File: src/hdl/capture_pkg.sv
// Shared constants and carrier types for the input capture channel.
// Assumes a single clock domain and a 16-bit channel control word.
package capture_pkg;

   // ---------------------------------------------------------------
   // Buffer geometry
   // ---------------------------------------------------------------
   localparam int unsigned WORD_W     = 16;
   localparam int unsigned FIFO_DEPTH = 4;
   localparam int unsigned LEVEL_W    = 3;
   localparam logic [2:0]  LEVEL_FULL = 3'h4;
   localparam logic [2:0]  LEVEL_ZERO = 3'h0;

   // ---------------------------------------------------------------
   // Control word field positions and reset value
   // ---------------------------------------------------------------
   localparam int unsigned MODE_LO   = 0;
   localparam int unsigned MODE_HI   = 2;
   localparam int unsigned EPI_LO    = 5;
   localparam int unsigned EPI_HI    = 6;
   localparam int unsigned TSEL_BIT  = 7;
   localparam int unsigned SIDL_BIT  = 13;
   // Timebase select set: time_base_three is the source out of reset
   localparam logic [15:0] CTRL_RESET = 16'h0080;

   // ---------------------------------------------------------------
   // Capture modes and prescale terminal counts
   // ---------------------------------------------------------------
   localparam logic [2:0] MODE_OFF      = 3'h0;
   localparam logic [2:0] MODE_EVERY    = 3'h1;
   localparam logic [2:0] MODE_FALL     = 3'h2;
   localparam logic [2:0] MODE_RISE     = 3'h3;
   localparam logic [2:0] MODE_RISE4    = 3'h4;
   localparam logic [2:0] MODE_RISE16   = 3'h5;
   localparam logic [2:0] MODE_INT_ONLY = 3'h7;
   localparam logic [3:0] PRE4_LAST     = 4'h3;
   localparam logic [3:0] PRE16_LAST    = 4'hF;

   // Power state of the surrounding core
   typedef struct packed {
      logic sleep;
      logic idle;
   } power_t;

   // Status bits seen by software
   typedef struct packed {
      logic fifo_not_empty;
      logic capture_overflow;
      logic channel_irq_flag;
   } status_t;

endpackage

File: src/hdl/capture_fifo.sv
// Four-word shift buffer for captured timebase values.
// Assumes the caller never pushes when full unless it pops in the same cycle.
`timescale 1ns/1ps
module capture_fifo
   import capture_pkg::*;
(
   // Clock and reset
   input  wire logic              clk,
   input  wire logic              rst_n,
   // Write side
   input  wire logic              push,
   input  wire logic [WORD_W-1:0] push_data,
   // Read side
   input  wire logic              pop,
   output logic      [WORD_W-1:0] head,
   output logic      [LEVEL_W-1:0] level,
   output logic      [LEVEL_W-1:0] level_next
);

   // ---------------------------------------------------------------
   // State
   // ---------------------------------------------------------------
   typedef struct packed {
      logic [FIFO_DEPTH-1:0][WORD_W-1:0] words;
      logic [LEVEL_W-1:0]                count;
   } fifo_st_t;

   fifo_st_t st_reg;
   fifo_st_t st_next;

   // Slot 0 always holds the oldest word, so a pop shifts all forward
   always_comb begin
      logic [LEVEL_W-1:0] wr_idx;
      wr_idx  = st_reg.count;
      st_next = st_reg;
      if (pop && st_reg.count != LEVEL_ZERO) begin
         for (int i = 0; i < FIFO_DEPTH - 1; i++) begin
            st_next.words[i] = st_reg.words[i+1];
         end
         wr_idx        = st_reg.count - 3'h1;
         st_next.count = wr_idx;
      end
      if (push && wr_idx < LEVEL_FULL) begin
         st_next.words[wr_idx[1:0]] = push_data;
         st_next.count              = wr_idx + 3'h1;
      end
   end

   // Register the whole state
   always_ff @(posedge clk or negedge rst_n) begin
      if (!rst_n) begin
         st_reg <= '0;
      end else begin
         st_reg <= st_next;
      end
   end

   assign head       = st_reg.words[0];
   assign level      = st_reg.count;
   assign level_next = st_next.count;

endmodule // capture_fifo

File: src/hdl/input_capture_channel.sv
// One input capture channel: pin edge detection, prescale, timebase capture
// into a four-word buffer, overflow, event counting and wake-up.
// Assumes the pin is asynchronous and the timebases run on MCLK.
`timescale 1ns/1ps
module input_capture_channel
   import capture_pkg::*;
(
   // Clock and reset
   input  wire logic              MCLK,
   input  wire logic              RST_N,
   // Capture pin
   input  wire logic              CAP_PIN,
   // Timebases
   input  wire logic [WORD_W-1:0] TB2_VALUE,
   input  wire logic              TB2_RUN,
   input  wire logic [WORD_W-1:0] TB3_VALUE,
   input  wire logic              TB3_RUN,
   // Core power state
   input  wire power_t            POWER,
   // Control word write
   input  wire logic              CTRL_WE,
   input  wire logic [15:0]       CTRL_WDATA,
   output logic      [15:0]       CTRL_Q,
   // Buffer read
   input  wire logic              FIFO_RD,
   output logic      [WORD_W-1:0] CAP_DATA,
   // Interrupt control
   input  wire logic              IRQ_ENABLE,
   input  wire logic              IRQ_FLAG_CLR,
   // Status and requests
   output status_t                STATUS,
   output logic                   IRQ_REQ,
   output logic                   WAKE
);

   // ---------------------------------------------------------------
   // State
   // ---------------------------------------------------------------
   typedef struct packed {
      logic [2:0]        sync;
      logic              pin_lvl;
      logic [15:0]       ctrl;
      logic [3:0]        pre_cnt;
      logic [1:0]        evt_cnt;
      logic              block;
      status_t           stat;
      logic              irq_req;
      logic              wake;
      logic [WORD_W-1:0] rd_data;
   } chan_st_t;

   chan_st_t st_reg;
   chan_st_t st_next;

   logic               push;
   logic [WORD_W-1:0]  push_data;
   logic               pop;
   logic [WORD_W-1:0]  head;
   logic [LEVEL_W-1:0] level;
   logic [LEVEL_W-1:0] level_next;

   logic [2:0]         mode;
   logic [1:0]         epi;
   logic               tsel;
   logic               sidl;
   logic               rise;
   logic               fall;
   logic               timer_run;
   logic               active;
   logic               hit;
   logic               int_only;
   logic               settled;

   // ---------------------------------------------------------------
   // Decoded control and pin edges
   // ---------------------------------------------------------------
   // A pin change counts once stages two and three agree; stage one may be metastable
   // The filtered level resets low, so a pin that idles high shows one rise after reset
   assign mode      = st_reg.ctrl[MODE_HI:MODE_LO];
   assign epi       = st_reg.ctrl[EPI_HI:EPI_LO];
   assign tsel      = st_reg.ctrl[TSEL_BIT];
   assign sidl      = st_reg.ctrl[SIDL_BIT];
   assign settled   = (st_reg.sync[1] == st_reg.sync[2]);
   assign rise      = settled & st_reg.sync[2] & ~st_reg.pin_lvl;
   assign fall      = settled & ~st_reg.sync[2] & st_reg.pin_lvl;
   assign timer_run = tsel ? TB3_RUN : TB2_RUN;
   assign push_data = tsel ? TB3_VALUE : TB2_VALUE;

   // Capturing modes run in normal state, in idle only with a live timer and SIDL clear, never in sleep
   assign active = POWER.sleep ? 1'b0 :
                   POWER.idle  ? (timer_run & ~sidl) : 1'b1;

   // Interrupt-only mode ignores timers entirely, and power state except for WAKE
   assign int_only = (mode == MODE_INT_ONLY) & rise;

   // Qualified capture edge per mode
   always_comb begin
      case (mode)
         MODE_EVERY:  hit = rise | fall;
         MODE_FALL:   hit = fall;
         MODE_RISE:   hit = rise;
         MODE_RISE4:  hit = rise & (st_reg.pre_cnt[1:0] == PRE4_LAST[1:0]);
         MODE_RISE16: hit = rise & (st_reg.pre_cnt == PRE16_LAST);
         default:     hit = 1'b0;
      endcase
   end

   // Reading an empty buffer leaves CAP_DATA unchanged; the reader avoids it
   assign pop  = FIFO_RD & (level != LEVEL_ZERO);

   // ---------------------------------------------------------------
   // Next state
   // ---------------------------------------------------------------
   always_comb begin
      logic cap;
      logic room;
      logic set_flag;
      logic set_ovf;
      cap      = active & hit & ~st_reg.block;
      room     = (level < LEVEL_FULL) | pop;
      set_flag = 1'b0;
      set_ovf  = 1'b0;
      push     = 1'b0;
      st_next  = st_reg;
      st_next.sync = {st_reg.sync[1:0], CAP_PIN};

      // Filtered pin level follows only once the two late stages agree
      if (settled) begin
         st_next.pin_lvl = st_reg.sync[2];
      end

      // Edge prescaler counts rising edges in the divided modes
      if (active && rise && (mode == MODE_RISE4 || mode == MODE_RISE16)) begin
         st_next.pre_cnt = (hit) ? 4'h0 : st_reg.pre_cnt + 4'h1;
      end

      // Store, drop or overflow
      if (cap) begin
         if (mode == MODE_EVERY) begin
            push     = room;
            set_flag = 1'b1;
         end else if (room) begin
            push = 1'b1;
            // Event counter ends after epi plus one stored captures
            if (st_reg.evt_cnt == epi) begin
               set_flag        = 1'b1;
               st_next.evt_cnt = 2'h0;
            end else begin
               st_next.evt_cnt = st_reg.evt_cnt + 2'h1;
            end
         end else begin
            set_ovf = 1'b1;
         end
      end
      if (int_only) begin
         set_flag = 1'b1;
      end

      // Blocking lasts until the last stored word has been read
      if (set_ovf) begin
         st_next.block = 1'b1;
      end else if (level_next == LEVEL_ZERO) begin
         st_next.block = 1'b0;
      end

      // Control write clears the counters; mode off also clears overflow
      if (CTRL_WE) begin
         st_next.ctrl    = CTRL_WDATA;
         st_next.pre_cnt = 4'h0;
         st_next.evt_cnt = 2'h0;
         if (CTRL_WDATA[MODE_HI:MODE_LO] == MODE_OFF) begin
            st_next.stat.capture_overflow = 1'b0;
         end
      end
      // Set wins over clear so no overflow is missed
      if (set_ovf) begin
         st_next.stat.capture_overflow = 1'b1;
      end

      // Interrupt flag: software clear loses to a same-cycle event
      if (IRQ_FLAG_CLR) begin
         st_next.stat.channel_irq_flag = 1'b0;
      end
      if (set_flag) begin
         st_next.stat.channel_irq_flag = 1'b1;
      end
      st_next.irq_req = st_next.stat.channel_irq_flag & IRQ_ENABLE;

      // Wake needs no timer; only the interrupt-only edge, the enable and sleep or idle
      st_next.wake = int_only & IRQ_ENABLE & (POWER.sleep | POWER.idle);

      // Read returns the oldest word and the not-empty flag follows the new level
      if (pop) begin
         st_next.rd_data = head;
      end
      st_next.stat.fifo_not_empty = (level_next != LEVEL_ZERO);
   end

   // ---------------------------------------------------------------
   // State register
   // ---------------------------------------------------------------
   always_ff @(posedge MCLK or negedge RST_N) begin
      if (!RST_N) begin
         st_reg      <= '0;
         st_reg.ctrl <= CTRL_RESET;
      end else begin
         st_reg <= st_next;
      end
   end

   // ---------------------------------------------------------------
   // Capture buffer
   // ---------------------------------------------------------------
   capture_fifo u_fifo (
      .clk        (MCLK),
      .rst_n      (RST_N),
      .push       (push),
      .push_data  (push_data),
      .pop        (pop),
      .head       (head),
      .level      (level),
      .level_next (level_next)
   );

   // Outputs straight from the state register
   assign CTRL_Q   = st_reg.ctrl;
   assign CAP_DATA = st_reg.rd_data;
   assign STATUS   = st_reg.stat;
   assign IRQ_REQ  = st_reg.irq_req;
   assign WAKE     = st_reg.wake;
endmodule // input_capture_channel

File: config.mk
export PLATFORM = sky130hd
export DESIGN_NAME = input_capture_channel
export DESIGN_NICKNAME = d
export VERILOG_FILES = /design/src/hdl/capture_pkg.sv /design/src/hdl/capture_fifo.sv /design/src/hdl/input_capture_channel.sv
export SDC_FILE = /design/constraint.sdc
export NUM_CORES = 1
export LEC_CHECK = 0
export ABC_AREA = 1
export BUFFER_PORTS_ARGS = -buffer_cell sky130_fd_sc_hd__buf_2
export CORE_MARGIN = 5
export CORE_UTILIZATION = 50
export CTS_CLUSTER_DIAMETER = 80
export DETAILED_ROUTE_END_ITERATION = 16
export GPL_ROUTABILITY_DRIVEN = 0
export PLACE_DENSITY = 0.72
export SYNTH_ARGS = -nofsm -noshare
export SYNTH_HDL_FRONTEND = slang
export SYNTH_HIERARCHICAL = 1
export SYNTH_SLANG_ARGS = --single-unit
File: constraint.sdc
create_clock -name MCLK -period 7.78 [get_ports MCLK]
set_input_delay 1.556 -clock MCLK [delete_from_list [all_inputs] [get_ports MCLK]]
set_output_delay 1.556 -clock MCLK [all_outputs]
set_load 0.005 [all_outputs]
==> flow_results.xml <==
<?xml version="1.0" encoding="UTF-8"?>
<metrics>
  <group name="layout">
    <metric name="final_layout_size_suffix_gt1_frac" unit="">0.180</metric>
    <metric name="layout_commonest_cell" unit="">sky130_fd_sc_hd__nand2_1</metric>
    <metric name="num-nets-final" unit="">912</metric>
    <metric name="instances_no_fill" unit="">1029</metric>
    <metric name="largest_register_ff_count" unit="">48</metric>
    <metric name="layout.cells.most_common_list" unit="">sky130_fd_sc_hd__nand2_1 (397), sky130_fd_sc_hd__nand3_1 (121), sky130_fd_sc_hd__dfrtp_1 (114)</metric>
    <metric name="n_antenna_cell" unit="">0</metric>
    <metric name="syn2layout_area_growth" unit="%">9.84</metric>
  </group>
  <group name="timing">
    <metric name="fmax" unit="MHz">209</metric>
    <metric name="grt_setup_unrepaired" unit="">false</metric>
    <metric name="timing.final.hold_violations" unit="">0</metric>
    <metric name="setup_viol" unit="">0</metric>
    <metric name="clock_skew" unit="ns">0.00722</metric>
    <metric name="timing.max_slew.rel_slack" unit="">0.370</metric>
    <metric name="timing.final.max_slew_violations" unit="">0</metric>
    <metric name="fin_crit" unit="ns">4.78</metric>
    <metric name="min_period_over_period" unit="">0.614</metric>
    <metric name="totalNegativeSetupSlack" unit="ns">0</metric>
    <metric name="worst_slew_pin_slew" unit="ns">0.942</metric>
  </group>
  <group name="setup_path">
    <metric name="worst-endpoint-required" unit="ns">8.13</metric>
    <metric name="crit_arrival" unit="ns">5.13</metric>
    <metric name="critPathMaxFanout" unit="">71</metric>
    <metric name="path_type_of_the_worst_setup_path" unit="">in -&gt; reg</metric>
    <metric name="critPathLaunchType" unit="">primary input</metric>
    <metric name="cp-end-kind" unit="">register</metric>
  </group>
  <group name="power">
    <metric name="post-layout-total-power" unit="mW">2.25</metric>
    <metric name="power_frac_clock" unit="">0.339</metric>
    <metric name="pwr_density_cell" unit="mW/mm^2">326</metric>
    <metric name="ir_drop" unit="uV">149</metric>
    <metric name="leakage" unit="nW">4.01</metric>
    <metric name="netSwitchingFraction" unit="">0.352</metric>
    <metric name="power_switching" unit="uW">791</metric>
    <metric name="power.sequential.fraction" unit="">0.375</metric>
    <metric name="power_report.internal_total" unit="mW">1.46</metric>
    <metric name="share_comb_of_total_power" unit="">0.286</metric>
  </group>
  <group name="placed_design">
    <metric name="hpwlAfterDp" unit="um">8600</metric>
    <metric name="place.detailed.instances" unit="">998</metric>
    <metric name="io_buf_count" unit="">95</metric>
  </group>
  <group name="detailed_routing">
    <metric name="drt_pre_antenna_iters" unit="">5</metric>
    <metric name="route.antenna.remaining_nets" unit="">0</metric>
    <metric name="detail_route.vias_per_cell" unit="">4.83</metric>
    <metric name="drc" unit="">0</metric>
    <metric name="routedWlPerCell" unit="um">12.5</metric>
    <metric name="drtIter0Drc" unit="">388</metric>
    <metric name="totalWireLength" unit="um">12800</metric>
    <metric name="total_vias_in_the_final_route" unit="">4975</metric>
  </group>
  <group name="logic_synthesis">
    <metric name="cell_area_synth" unit="sq mm">0.00628</metric>
    <metric name="post_synth_num_cell_types" unit="">35</metric>
    <metric name="synth_top_flop_cell" unit="">sky130_fd_sc_hd__dfrtp_1</metric>
    <metric name="synthAdderAreaFrac" unit="">0.0159</metric>
    <metric name="syn_inst" unit="">830</metric>
    <metric name="synth-edff-count" unit="">0</metric>
    <metric name="synth_top_area_frac" unit="">0.454</metric>
    <metric name="synth-warning-count" unit="">6</metric>
    <metric name="synth-compound-area-share" unit="">0.0215</metric>
    <metric name="synth_top_cells_by_area" unit="">sky130_fd_sc_hd__dfrtp_1 (45%), sky130_fd_sc_hd__nand2_1 (24%), sky130_fd_sc_hd__nand3_1 (9.6%)</metric>
    <metric name="post_synth_mux_area_share" unit="">0</metric>
    <metric name="ys_seq_area_frac" unit="">0.459</metric>
    <metric name="synthesis.area_per_instance" unit="sq um">7.56</metric>
    <metric name="synthDominantAreaCellType" unit="">sky130_fd_sc_hd__dfrtp_1</metric>
    <metric name="async_flop_share" unit="">1.00</metric>
    <metric name="mappedNetlistNets" unit="">897</metric>
    <metric name="combinational_family_with_the_most_area_after_synthesis" unit="">simple AND/OR/NAND/NOR gates</metric>
    <metric name="synthSimpleGateAreaFrac" unit="">0.374</metric>
    <metric name="ys_seq_elements" unit="">115</metric>
    <metric name="synth_xor_xnor_area_share" unit="">0.00558</metric>
  </group>
  <group name="clock_network">
    <metric name="clk_pin_slew" unit="ns">0.05</metric>
    <metric name="numCtsBuffers" unit="">17</metric>
    <metric name="cts.hold.buffers_added" unit="">0</metric>
    <metric name="clock_sinks" unit="">115</metric>
    <metric name="cts_htree_levels" unit="">4</metric>
    <metric name="cts_max_path_buffers" unit="">2</metric>
    <metric name="cts_root_buffer" unit="">sky130_fd_sc_hd__clkbuf_16</metric>
    <metric name="cts_tree" unit="">done</metric>
    <metric name="clk_latency" unit="ns">0.41</metric>
    <metric name="cts_repair_resize_count" unit="">0</metric>
    <metric name="postCtsSetupRepairBufs" unit="">0</metric>
  </group>
  <group name="global_routing">
    <metric name="first_pass_grt_wire_length" unit="um">22100</metric>
    <metric name="antenna_found_initial" unit="">0</metric>
    <metric name="gr-usage-all-layers" unit="">0.186</metric>
    <metric name="grt_max_degree" unit="">72</metric>
    <metric name="overflow" unit="">0</metric>
    <metric name="via_count_of_the_first_global_routing_pass" unit="">4568</metric>
  </group>
  <group name="die">
    <metric name="io_pins" unit="">96</metric>
    <metric name="placementRows" unit="">41</metric>
    <metric name="die_area" unit="sq mm">0.0149</metric>
    <metric name="die-height" unit="um">122</metric>
    <metric name="initial_utilization" unit="">0.504</metric>
    <metric name="chipWidth" unit="um">122</metric>
    <metric name="design.core.area" unit="sq mm">0.0125</metric>
  </group>
  <group name="hold_path">
    <metric name="min-delay-path-class" unit="">reg -&gt; reg</metric>
  </group>
  <group name="status">
    <metric name="outcome" unit="">complete, no violations</metric>
  </group>
  <group name="job">
    <metric name="drv_cap" unit="">0</metric>
  </group>
</metrics>
-- critical path: stages --
cell                      delay [ns]
sky130_fd_sc_hd__buf_2          0.12
sky130_fd_sc_hd__o31ai_4        0.18
sky130_fd_sc_hd__inv_4          0.54
sky130_fd_sc_hd__nand2_2        0.72
sky130_fd_sc_hd__nand2_1        0.32
sky130_fd_sc_hd__nand2_2        0.12
sky130_fd_sc_hd__nor2_8         0.68
sky130_fd_sc_hd__nand2_2        0.39
sky130_fd_sc_hd__nand3_1        0.20
sky130_fd_sc_hd__or3_1          0.14
sky130_fd_sc_hd__nand2_1        0.05
sky130_fd_sc_hd__nand2_1        0.06
-- layer usage --
metal | vias up | share of wire | global-route usage
met1 | 2250 | 0.49 | 0.268
met3 | 16 | 0.065 | 0.0501
met5 | - | 0 | 0
li1 | 2579 | - | -
met2 | 130 | 0.42 | 0.269
met4 | 0 | 0.017 | 0.0714
-- area by class of cell --
type / instances / area, sq um
Fill cell: 1218 / 5570
Sequential cell: 115 / 2880
Multi-Input combinational cell: 585 / 2620
Clock buffer: 27 / 513
Timing Repair Buffer: 96 / 485
Tap cell: 172 / 215
Inverter: 30 / 115
Clock inverter: 4 / 70.1
-- cells in the mapped netlist (all sizes together), types with 2 or more instances --
cell type and count:
nand4 3, o21ai 10, inv 30, buf 86, nor3 2, nand3b 2, nor2 13, dfrtp 114
xor2 2, nand2 413, a21oi 3, xnor2 2, nand3 122, ha 8, clkbuf 14
-- path summary, 6_finish.rpt --
kind                       depth (start not counted)           to  slack, ns            start
setup / recovery                                  12   st_reg[21]       3.00          FIFO_RD
hold / removal                                     0  st_next[47]       0.35      st_next[46]
setup reg to reg                                  13   st_reg[21]       3.38  u_fifo/level[0]
hold reg to reg                                    0  st_next[47]       0.35      st_next[46]
max in group asynchronous                          2  CAP_DATA[6]       5.38            RST_N
min in group asynchronous                          1    CTRL_Q[9]       1.15            RST_N
-- power by group through the flow --
stage / Sequential [mW] / Combinational, mW / Clock, mW
finish: 0.843 / 0.641 / 0.762
floorplan: 0.823 / 0.630 / 0
global placement: 0.845 / 0.618 / 0
detailed placement: 0.851 / 0.638 / 0
global route: 0.865 / 0.736 / 0.807
CTS: 0.842 / 0.641 / 0.779
-- kinds of logic (layout without fill, tap and decap cells) --
kind of cell	Yosys count	in the layout
and+or+nand+nor	556	556
buffers and inverters	130	157
DFF	115	115
AOI/OAI and AO/OA	17	17
adders and majority gates	8	8
xor gates and xnor gates	4	4
-- metrics by stage --
| step | hold slack [ns] | utilization | instance area (sq um) | setup WS (ns) |
|---|---|---|---|---|
| after global routing | 0.376 | 0.553 | 6900 | 2.63 |
| after floorplan | 0.331 | - | 6280 | 4.08 |
| after CTS | 0.357 | 0.553 | 6900 | 3.04 |
| after global placement | 0.334 | 0.506 | 6310 | 2.71 |
| final | 0.350 | 0.553 | 6900 | 3.00 |
| after detailed placement | 0.336 | 0.506 | 6310 | 2.58 |
Power figures use the tool's default switching activity.
